**src/output_initial_level_pkg.sv**
```systemverilog
// Package with register map, field layout, mode codes and state types of the compact timer.
//
// Notes on behaviour
// - Mode field: 00 compare output, 10 PWM, 11 timer/counter; 01 undefined.
// - Timer/counter mode leaves the output pin undriven; action field unused.
// - Compare mode, A match: action 00 nothing, 01 low, 10 high, 11 toggle.
// - A match requesting the level already held leaves the pin unchanged.
// - Counter-on rising edge returns the pin to its programmed initial level.
// - PWM mode action: 00 force inactive, 01 force active, 10 waveform; 11 undefined.
// - PWM mode: initial-level bit picks active level; no effect in timer mode.
// - Invert bit at 1 inverts the pin; no effect in timer/counter mode.
// - Swap bit 0: P period, A duty; 1: P duty, A period.
// - Clear-select 1 clears on A match; 0 clears on P match or overflow.
// - Overflow clearing only when all compare-P bits are zero.
// - Clear-select bit ignored in PWM output mode.
// - Counter readable as low byte and high byte, upper six bits zero.
// - Compare-A held writable and readable as low byte and high byte.
// - Low bytes pass an 8-bit buffer moved by high-byte write or read.
// - Counter-on rising clears the counter; falling stops but keeps the count.
// - Compare-P meets counter bits 9 to 7, steps of 128, 000 means 1024.

package output_initial_level_pkg;

  localparam int ADDR_WIDTH = 3;
  localparam int DATA_WIDTH = 8;
  localparam int COUNT_WIDTH = 10;
  localparam int COMPARE_P_WIDTH = 3;

  localparam logic [2:0] ADDR_RUN_CONTROL = 3'h0;
  localparam logic [2:0] ADDR_MODE_OUTPUT_CONTROL = 3'h1;
  localparam logic [2:0] ADDR_COUNT_LOW = 3'h2;
  localparam logic [2:0] ADDR_COUNT_HIGH = 3'h3;
  localparam logic [2:0] ADDR_COMPARE_A_LOW = 3'h4;
  localparam logic [2:0] ADDR_COMPARE_A_HIGH = 3'h5;

  localparam int RUN_COUNTER_ON_BIT = 3;
  localparam int RUN_COMPARE_P_LSB = 0;
  localparam int MODE_SELECT_LSB = 6;
  localparam int OUTPUT_ACTION_LSB = 4;
  localparam int OUTPUT_INITIAL_LEVEL_BIT = 3;
  localparam int OUTPUT_INVERT_BIT = 2;
  localparam int PWM_PERIOD_DUTY_SWAP_BIT = 1;
  localparam int COUNTER_CLEAR_SELECT_BIT = 0;

  localparam logic [7:0] MODE_OUTPUT_CONTROL_RESET = 8'h00;
  localparam logic [9:0] COUNT_RESET = 10'h000;
  localparam logic [9:0] COMPARE_A_RESET = 10'h000;
  localparam logic [7:0] READ_UNMAPPED = 8'h00;

  localparam logic [1:0] MODE_COMPARE_OUTPUT = 2'h0;
  localparam logic [1:0] MODE_UNDEFINED = 2'h1;
  localparam logic [1:0] MODE_PWM_OUTPUT = 2'h2;
  localparam logic [1:0] MODE_TIMER_COUNTER = 2'h3;

  localparam logic [1:0] ACTION_NO_CHANGE = 2'h0;
  localparam logic [1:0] ACTION_LOW = 2'h1;
  localparam logic [1:0] ACTION_HIGH = 2'h2;
  localparam logic [1:0] ACTION_TOGGLE = 2'h3;

  localparam logic [1:0] PWM_FORCE_INACTIVE = 2'h0;
  localparam logic [1:0] PWM_FORCE_ACTIVE = 2'h1;
  localparam logic [1:0] PWM_WAVEFORM = 2'h2;

  localparam logic [10:0] FULL_COUNT_SPAN = 11'h400;
  localparam logic [6:0] COMPARE_P_STEP_ZEROS = 7'h00;

  typedef struct packed {
    logic counter_on;
    logic [2:0] compare_p_value;
    logic [7:0] mode_output_control;
    logic [9:0] count;
    logic [9:0] compare_a_value;
    logic [7:0] count_buffer;
    logic [7:0] compare_a_buffer;
    logic [7:0] read_data;
    logic compare_level;
    logic compare_touched;
    logic compare_a_match;
    logic compare_p_match;
  } output_initial_level_core_state_t;

  typedef struct packed {
    logic pin_level;
    logic pin_used;
  } output_initial_level_pin_state_t;

endpackage

```
**src/output_initial_level_top.sv**
```systemverilog
// Compact timer core: registers, 10-bit counter, comparators and compare/PWM output control.
`timescale 1ns/1ps
`default_nettype none

module output_initial_level_top (
  input wire logic clock_in,
  input wire logic reset_in,
  input wire logic [2:0] address_in,
  input wire logic [7:0] write_data_in,
  input wire logic write_strobe_in,
  input wire logic read_strobe_in,
  input wire logic count_tick_in,
  output logic [7:0] read_data_out,
  output logic timer_output_pin_out,
  output logic timer_output_pin_oe_n_out,
  output logic compare_a_match_out,
  output logic compare_p_match_out,
  output logic [9:0] count_out
);

  output_initial_level_pkg::output_initial_level_core_state_t state;
  output_initial_level_pkg::output_initial_level_core_state_t next_state;

  logic [1:0] mode_select;
  logic [1:0] output_action;
  logic output_initial_level;
  logic output_invert;
  logic pwm_period_duty_swap;
  logic counter_clear_select;
  logic pin_used;
  logic pwm_active;
  logic counter_on_rise;
  logic write_run;
  logic counting;
  logic a_hit;
  logic p_hit;
  logic clear_now;
  logic [10:0] period_p;
  logic [10:0] duty_value;

  // Compare-P spans 128 counts per step; the zero code stands for the full 1024-count span.
  function automatic logic [10:0] compare_p_span(input logic [2:0] value);
    if (value == 3'h0) begin
      compare_p_span = output_initial_level_pkg::FULL_COUNT_SPAN;
    end else begin
      compare_p_span = {1'b0, value, output_initial_level_pkg::COMPARE_P_STEP_ZEROS};
    end
  endfunction

  // True when the next count would reach the target, so the match ends the current span.
  function automatic logic reaches(input logic [9:0] count, input logic [10:0] target);
    reaches = (11'({1'b0, count}) + 11'h001) == target;
  endfunction

  assign mode_select = state.mode_output_control[output_initial_level_pkg::MODE_SELECT_LSB +: 2];
  assign output_action = state.mode_output_control[output_initial_level_pkg::OUTPUT_ACTION_LSB +: 2];
  assign output_initial_level =
    state.mode_output_control[output_initial_level_pkg::OUTPUT_INITIAL_LEVEL_BIT];
  assign output_invert = state.mode_output_control[output_initial_level_pkg::OUTPUT_INVERT_BIT];
  assign pwm_period_duty_swap =
    state.mode_output_control[output_initial_level_pkg::PWM_PERIOD_DUTY_SWAP_BIT];
  assign counter_clear_select =
    state.mode_output_control[output_initial_level_pkg::COUNTER_CLEAR_SELECT_BIT];

  assign period_p = compare_p_span(state.compare_p_value);

  // Duty compares against the live count; a duty at or above the period gives full duty.
  assign duty_value = pwm_period_duty_swap ? period_p : {1'b0, state.compare_a_value};
  assign pwm_active = {1'b0, state.count} < duty_value;

  assign write_run = write_strobe_in && (address_in == output_initial_level_pkg::ADDR_RUN_CONTROL);
  assign counter_on_rise = write_run && !state.counter_on &&
    write_data_in[output_initial_level_pkg::RUN_COUNTER_ON_BIT];
  assign counting = state.counter_on && count_tick_in;

  // A zero compare-A never raises its match, the counter then simply wraps at the top.
  assign a_hit = counting && (state.compare_a_value != output_initial_level_pkg::COMPARE_A_RESET) &&
    reaches(state.count, {1'b0, state.compare_a_value});
  assign p_hit = counting && reaches(state.count, period_p);

  always_comb begin
    clear_now = 1'b0;
    unique case (mode_select)
      output_initial_level_pkg::MODE_PWM_OUTPUT: begin
        // The clear-select bit is not consulted here; the swap bit picks the period source.
        clear_now = pwm_period_duty_swap ? a_hit : p_hit;
      end
      default: begin
        // With compare-P at zero, p_hit lands on the overflow itself.
        clear_now = counter_clear_select ? a_hit : p_hit;
      end
    endcase
  end

  always_comb begin
    next_state = state;
    next_state.read_data = output_initial_level_pkg::READ_UNMAPPED;
    next_state.compare_a_match = a_hit;
    // With A clearing outside PWM, comparator P raises nothing.
    next_state.compare_p_match = p_hit &&
      !(counter_clear_select && mode_select != output_initial_level_pkg::MODE_PWM_OUTPUT);

    // Counter: a tick advances it, a selected match clears it, overflow wraps it.
    if (counting) begin
      if (clear_now) begin
        next_state.count = output_initial_level_pkg::COUNT_RESET;
      end else begin
        next_state.count = state.count + 10'h001;
      end
    end

    // Compare output level; it follows the initial-level bit until the first match whose action is not no-change.
    if (!state.compare_touched) begin
      next_state.compare_level = output_initial_level;
    end
    if (a_hit && mode_select == output_initial_level_pkg::MODE_COMPARE_OUTPUT) begin
      // Driving to the level already held is a no-op, so equal levels need no test.
      unique case (output_action)
        output_initial_level_pkg::ACTION_NO_CHANGE: next_state.compare_level = state.compare_level;
        output_initial_level_pkg::ACTION_LOW: next_state.compare_level = 1'b0;
        output_initial_level_pkg::ACTION_HIGH: next_state.compare_level = 1'b1;
        output_initial_level_pkg::ACTION_TOGGLE: next_state.compare_level = ~state.compare_level;
      endcase
      if (output_action != output_initial_level_pkg::ACTION_NO_CHANGE) begin
        next_state.compare_touched = 1'b1;
      end
    end

    if (write_strobe_in) begin
      unique case (address_in)
        output_initial_level_pkg::ADDR_RUN_CONTROL: begin
          next_state.counter_on = write_data_in[output_initial_level_pkg::RUN_COUNTER_ON_BIT];
          next_state.compare_p_value =
            write_data_in[output_initial_level_pkg::RUN_COMPARE_P_LSB +: output_initial_level_pkg::COMPARE_P_WIDTH];
          if (counter_on_rise) begin
            // Only the rising edge restarts; clearing the bit just freezes the count.
            next_state.count = output_initial_level_pkg::COUNT_RESET;
            next_state.compare_touched = 1'b0;
            next_state.compare_level =
              write_data_in[output_initial_level_pkg::RUN_COUNTER_ON_BIT] ?
              output_initial_level : state.compare_level;
          end
        end
        output_initial_level_pkg::ADDR_MODE_OUTPUT_CONTROL: begin
          // Mode and action changes while running are the software's hazard.
          next_state.mode_output_control = write_data_in;
        end
        output_initial_level_pkg::ADDR_COMPARE_A_LOW: begin
          next_state.compare_a_buffer = write_data_in;
        end
        output_initial_level_pkg::ADDR_COMPARE_A_HIGH: begin
          next_state.compare_a_value = {write_data_in[1:0], state.compare_a_buffer};
        end
        default: begin
          // Counter bytes are read-only and unmapped addresses ignore writes.
          next_state.counter_on = state.counter_on;
        end
      endcase
    end

    if (read_strobe_in) begin
      unique case (address_in)
        output_initial_level_pkg::ADDR_RUN_CONTROL: begin
          next_state.read_data = {4'h0, state.counter_on, state.compare_p_value};
        end
        output_initial_level_pkg::ADDR_MODE_OUTPUT_CONTROL: begin
          next_state.read_data = state.mode_output_control;
        end
        output_initial_level_pkg::ADDR_COUNT_LOW: begin
          next_state.read_data = state.count_buffer;
        end
        output_initial_level_pkg::ADDR_COUNT_HIGH: begin
          // Snapshot the low byte now so the pair reads coherently while counting.
          next_state.read_data = {6'h00, state.count[9:8]};
          next_state.count_buffer = state.count[7:0];
        end
        output_initial_level_pkg::ADDR_COMPARE_A_LOW: begin
          next_state.read_data = state.compare_a_buffer;
        end
        output_initial_level_pkg::ADDR_COMPARE_A_HIGH: begin
          next_state.read_data = {6'h00, state.compare_a_value[9:8]};
          next_state.compare_a_buffer = state.compare_a_value[7:0];
        end
        default: begin
          next_state.read_data = output_initial_level_pkg::READ_UNMAPPED;
        end
      endcase
    end
  end

  always_ff @(posedge clock_in or posedge reset_in) begin
    if (reset_in) begin
      state <= '0;
    end else begin
      state <= next_state;
    end
  end

  output_initial_level_pin_stage pin_stage (
    .clock_in(clock_in),
    .reset_in(reset_in),
    .mode_select_in(mode_select),
    .output_action_in(output_action),
    .output_initial_level_in(output_initial_level),
    .output_invert_in(output_invert),
    .compare_level_in(state.compare_level),
    .pwm_active_in(pwm_active),
    .pin_level_out(timer_output_pin_out),
    .pin_used_out(pin_used)
  );

  assign timer_output_pin_oe_n_out = ~pin_used;
  assign read_data_out = state.read_data;
  assign compare_a_match_out = state.compare_a_match;
  assign compare_p_match_out = state.compare_p_match;
  assign count_out = state.count;

endmodule

`default_nettype wire

```
**src/output_initial_level_pin_stage.sv**
```systemverilog
// Output pin stage: picks the mode source, applies polarity, registers the pin.
`timescale 1ns/1ps
`default_nettype none

module output_initial_level_pin_stage (
  input wire logic clock_in,
  input wire logic reset_in,
  input wire logic [1:0] mode_select_in,
  input wire logic [1:0] output_action_in,
  input wire logic output_initial_level_in,
  input wire logic output_invert_in,
  input wire logic compare_level_in,
  input wire logic pwm_active_in,
  output logic pin_level_out,
  output logic pin_used_out
);

  output_initial_level_pkg::output_initial_level_pin_state_t state;
  output_initial_level_pkg::output_initial_level_pin_state_t next_state;
  logic pwm_level;
  logic raw_level;

  always_comb begin
    next_state = state;
    // The active level sets what "active" means on the pin.
    pwm_level = output_initial_level_in ? pwm_active_in : ~pwm_active_in;
    unique case (output_action_in)
      output_initial_level_pkg::PWM_FORCE_INACTIVE: raw_level = ~output_initial_level_in;
      output_initial_level_pkg::PWM_FORCE_ACTIVE: raw_level = output_initial_level_in;
      output_initial_level_pkg::PWM_WAVEFORM: raw_level = pwm_level;
      // The undefined code holds the pin where it was.
      default: raw_level = state.pin_level ^ output_invert_in;
    endcase
    unique case (mode_select_in)
      output_initial_level_pkg::MODE_COMPARE_OUTPUT: begin
        next_state.pin_level = compare_level_in ^ output_invert_in;
        next_state.pin_used = 1'b1;
      end
      output_initial_level_pkg::MODE_PWM_OUTPUT: begin
        next_state.pin_level = raw_level ^ output_invert_in;
        next_state.pin_used = 1'b1;
      end
      default: begin
        // Timer/counter and the undefined mode release the pin.
        next_state.pin_level = 1'b0;
        next_state.pin_used = 1'b0;
      end
    endcase
  end

  always_ff @(posedge clock_in or posedge reset_in) begin
    if (reset_in) begin
      // Compare output is the reset mode, so the pin is driven at its low initial level at once.
      state <= '{pin_level: 1'b0, pin_used: 1'b1};
    end else begin
      state <= next_state;
    end
  end

  assign pin_level_out = state.pin_level;
  assign pin_used_out = state.pin_used;

endmodule

`default_nettype wire

```
**config.mk**
```make
export PLATFORM = sky130hd
export DESIGN_NAME = output_initial_level_top
export DESIGN_NICKNAME = d
export VERILOG_FILES = /design/src/output_initial_level_pkg.sv /design/src/output_initial_level_top.sv /design/src/output_initial_level_pin_stage.sv
export SDC_FILE = /design/constraint.sdc
export NUM_CORES = 1
export LEC_CHECK = 0
export BUFFER_PORTS_ARGS = -buffer_cell sky130_fd_sc_hd__buf_2
export CAP_MARGIN = 20
export CORE_ASPECT_RATIO = 2
export CORE_MARGIN = 8
export CORE_UTILIZATION = 30
export DETAILED_ROUTE_END_ITERATION = 10
export PLACE_DENSITY = 0.5
export SYNTH_ARGS = -nofsm -noshare
export SYNTH_HDL_FRONTEND = slang
export SYNTH_SLANG_ARGS = --single-unit
export TNS_END_PERCENT = 10
```
**constraint.sdc**
```tcl
create_clock -name clock_in -period 3.44 [get_ports clock_in]
set_input_delay 0 -clock clock_in [delete_from_list [all_inputs] [get_ports clock_in]]
set_output_delay 0 -clock clock_in [all_outputs]
set_load 0.01 [all_outputs]
```
; ---- Yosys cells after proc, flatten, opt, wreduce, memory -nomap -nowiden
; Cells that the tools add are included.
[word_totals]
out_inout_bits = 22
word_cells = 86
register_bits = 62
inputBits = 16
[classes]
n_bitwise = 7
order_cmp = 1
n_eq_ne = 13
reduce_logical = 22
n_addsub = 2
muxes = 27
[op_table]
columns = cell, n
row1 = $mux 10, 5
row2 = $pmux 8 s6, 1
row3 = $mux 8, 3
row4 = $mux 11, 2
row5 = $mux 20, 1
row6 = $mux 16, 1
row7 = $add 10x1->11 const B, 1
row8 = $eq 11x10->1, 1
row9 = $eq 11x11->1, 1
row10 = $lt 10x11->1, 1
row11 = $add 10x1->10 const B, 1
row12 = $logic_and 1x1->1, 10
row13 = $reduce_bool 10->1, 1
row14 = $mux 2, 4
row15 = $reduce_and 2->1, 4
row16 = $mux 1, 7
row17 = $eq 2x2->1 const B, 3
row18 = $eq 3x2->1 const B, 2
row19 = $eq 3x3->1 const B, 2
row20 = $logic_not 3->1, 2
row21 = $logic_not 2->1, 2
row22 = $ne 4x4->1 const B, 1
row23 = $not 1->1, 4
row24 = $pmux 1 s4, 1
row25 = other kinds (8), 11

; ---- Depth between registers and ports, before layout
[depth]
ltp_word = 11
ltp_mapped = 11
depth_no_buf = 10

; ---- Hierarchy
; Synthesis repeated with hierarchy kept, for this count alone.
[hier_totals]
cells_unflattened = 394
area_unflattened_um2 = 3876.2
[by_module_without_submodules]
columns = mod, cells_each, instances, seq_area_each_um2, area_per_inst_um2
row1 = output_initial_level_top, 374, 1, 1501.4, 3697.3
row2 = output_initial_level_pin_stage, 20, 1, 51.3, 178.9

; ---- Worst setup path before layout
; OpenSTA, ideal clock, no wires.
[synth_path]
kind = register to register
startpoint = register state (netlist bit pwm_period_duty_swap)
endpoint = register pin_stage.state (netlist bit pin_stage.pin_level_out)
path_stages_with_launch = 12
period_less_slack_ns = 2.688
n_path_buf = 1
setup_time_ns = 0.128
t_required_ns = 3.312
path_slack_ns = 0.752
t_arrival_ns = 2.560
path_cell_list = dfrtp_1 > clkbuf_1 > nand2b_1 > ha_1 > a21oi_1 > nor2b_1 > o21ai_0 > a21oi_1 > or4_4 > nor4b_1 > o32ai_1 > mux2_1
[synth_lines]
columns = element, line
row1 = "start, declared", output_initial_level_top.sv:21  ; output_initial_level_pkg::output_initial_level_core_state_t state;
row2 = "start signal, assigned", output_initial_level_top.sv:195  ; state <= next_state;
row3 = "end signal, assigned", output_initial_level_pin_stage.sv:54  ; state <= '{pin_level: 1'b0, pin_used: 1'b1};
row4 = "end signal, assigned", output_initial_level_pin_stage.sv:56  ; state <= next_state;
row5 = "end, declared", output_initial_level_pin_stage.sv:18  ; output_initial_level_pkg::output_initial_level_pin_state_t state;

==> results.txt <==
Status: finished clean
Fin crit share: 87.8%
Synth Register Bits: 62
Via count: 3,169
Clk Latency, worst-skew pair: 0.33 ns
Max-cap violations: 0
Overflow after GRT: 0
Syn nets: 429
Clock H-tree levels: 3
Clk buf depth: 2
Power per cell area: 675 mW/mm2
Final Hold Fails: 0
Syn_area_per_cell: 9.84 um2
Seq. cell area: 0.00155 mm2
Top cell type's share of synthesized area: 38.6%
Top cell type by total area after synthesis: dfrtp_1
Final setup vio count: 0
Diodes inserted: 0
Drt via density: 5.35
Layout cell share with drive strength beyond 1: 23.6%
Post-synth EDFFs: 0
Achievable frequency: 331 MHz
Routed WL per cell: 21.2 um
Routability cong.: 0.963
I/O pin cnt: 38
Worst endpoint data arrival time: 3.23 ns
Dpl hpwl: 9880 um
Max_slew headroom: 48.1%
Min Tclk post-route: 3.02 ns
Area occupied by multi-input gates: 0.00211 mm2
CP startpoint kind: flip-flop
Critical Path RT: 3.65 ns
Share of async-settable or async-resettable flops after synthesis: 100%
Distinct cells, synth: 69
Post-Synthesis Cells: 402
Post-route core utilization: 35.9%
Residual DRC count: 0
Post-synthesis sequential area ratio: 39.2%
Cell Rows: 59
Clk slew on worst S/H paths: 0.05 ns
Initial Utilization: 30.6%
Die width: 97.2 um
Clock buffer count from CTS: 9
Hold Crit Class: primary input to flip-flop
Buffers on Ports: 37
Vias in the first global route: 3,357
Clock Skews: 0.00540 ns
Synth-to-Final Area Change: 17.0%
Peak supply drop: 449 uV
Least-Margin Pin Slew: 0.768 ns
Pin count of the biggest net entering global routing: 33
Fillers: 1,304
GR Util All Layers: 14.7%
Predominant post-synthesis flop cell: dfrtp_1
Setup TNS: 0 ns
Critical path endpoint category: flip-flop
Initial antenna violation count: 0
Initial DRC Count: 182
Die ar.: 0.0173 mm2
Sink Count: 62
Core ar.: 0.0129 mm2
CTS Root Cell: clkbuf_16
Slew Viols, Final: 0
CTS tree: built
Leakage power: 2.00 nW
Synth cell count leaders: dfrtp_1 (61), nor2_1 (36), nand2_1 (27)
Syn. warnings: 0
DR pass1 iterations: 4
Post-CTS Resized: 0
Die height: 178 um
First-pass GRT wire length: 19,400 um
Detail Route Antenna Nets: 0
Main area contributors after synthesis: dfrtp_1 (39%), mux2_2 (6.5%), mux2i_1 (4.6%)
Crit Path Category: flip-flop to flip-flop
Final wirelength: 12,600 um
Worst-path fanout max: 14
RSZ-0062 raised after global routing: false
Synthesized area: 0.00396 mm2
Count leader, synth: dfrtp_1
Final-stage net count: 462
worst max-delay path, stage by stage, from the launching register on:
cell	delay (ns)
dfrtp_1	0.56
nand2b_1	0.24
ha_1	0.27
a21o_1	0.17
a21oi_1	0.21
nor3_1	0.10
or4_4	0.50
nor4b_1	0.16
o32ai_1	0.33
mux2_1	0.36
path summary, 6_finish.rpt:
path,startpoint,to,slack (ns),cells past startpoint
worst min-delay path,address_in[1],read_data_out[1]$_DFF_PP0_,0.09,2
max in group asynchronous,reset_in,pin_stage.pin_used_out$_DFF_PP1_,2.19,4
min in group asynchronous,reset_in,read_data_out[6]$_DFF_PP0_,0.34,3
worst max register to register,pwm_period_duty_swap$_DFFE_PP0P_,pin_stage.pin_level_out$_DFF_PP0_,0.42,9
worst min register to register,state[27]$_DFFE_PP0P_,state[27]$_DFFE_PP0P_,0.50,2
worst max-delay path,pwm_period_duty_swap$_DFFE_PP0P_,pin_stage.pin_level_out$_DFF_PP0_,0.42,9
power breakdown:
group	internal (mW)	leakage (nW)	switching, mW
combinational	0.420	1.05	0.453
sequential	0.894	0.783	0.289
clock	0.729	0.166	0.340
through the flow:
step	std cells	area (um2)	power, mW	hold WS [ns]	setup WS [ns]
after detailed placement	566	4180	2.06	0.162	0.410
after global placement	566	4180	2.04	0.151	0.429
after CTS	592	4630	3.16	0.0713	0.395
after floorplan	402	3960	1.75	0.117	0.752
after global routing	592	4630	3.27	0.111	0.226
final	592	4630	3.13	0.0881	0.420
kinds of logic after synthesis:
group	Yosys count	share of synthesized area [%]
multiplexers	44	12.5
AO/OA/AOI/OAI	88	15.2
adder cells (fa/ha/maj)	11	3.48
AND/OR/NAND/NOR	129	18.2
flip-flops	62	39.2
buffers and inverters	52	7.49
XOR/XNOR	16	3.89
cell type report:
cell class                      count  area share (%)
Multi-Input combinational cell    288            45.5
Sequential cell                    62            33.5
Timing Repair Buffer               59            8.10
Clock buffer                       11            5.24
Tap cell                          152            4.11
Clock inverter                      5            2.30
Inverter                           15            1.22
flip-flops by register name (all words and copies together), names as in the netlist:
signal	count
pin_stage.pin_used_out	1
pin_stage.pin_level_out	1
read_data_out	8
output_action	2
compare_a_match_out	1
compare_p_match_out	1
counter_clear_select	1
output_initial_level	1
state	32
output_invert	1
pwm_period_duty_swap	1
mode_select	2
count_out	10
placed cells by master (no fill, tap or decap), types with 3 or more instances in the layout:
| cell type | instances |
|---|---|
| a211oi_1 | 3 |
| a21oi_1 | 23 |
| a22oi_1 | 5 |
| a311oi_1 | 3 |
| a31oi_1 | 4 |
| and2_1 | 3 |
| and3_1 | 3 |
| buf_2 | 37 |
| buf_4 | 12 |
| bufinv_16 | 3 |
| clkbuf_16 | 9 |
| dfrtp_1 | 61 |
| dlygate4sd3_1 | 10 |
| ha_1 | 11 |
| inv_1 | 14 |
| mux2_2 | 23 |
| mux2i_1 | 18 |
| nand2_1 | 27 |
| nand2b_1 | 6 |
| nand3_1 | 15 |
| nor2_1 | 36 |
| nor2b_1 | 9 |
| nor3_1 | 4 |
| o21ai_0 | 20 |
| o21ai_1 | 6 |
| or4_4 | 3 |
| xnor2_1 | 9 |
| xor2_1 | 6 |
what timing repair did:
| item | 4_1_cts | 5_1_grt |
|---|---|---|
| endpoints found under the setup margin | 0 | 0 |
| hold endpoints to repair | 49 | 0 |
| buffers inserted | 0 | 0 |
| hold buffers | 10 | 0 |
per-layer routing:
| metal | wire length, um | GRT usage, % | part of all wire [%] | vias up |
|---|---|---|---|---|
| li1 | - | - | - | 1493 |
| met1 | 4280 | 12.7 | 34 | 1544 |
| met2 | 7010 | 29.4 | 56 | 90 |
| met3 | 463 | 2.60 | 3.7 | 42 |
| met4 | 825 | 10.7 | 6.6 | 0 |
| met5 | 0 | 0 | 0 | - |
Note: power is estimated with default switching activity, not from simulation.
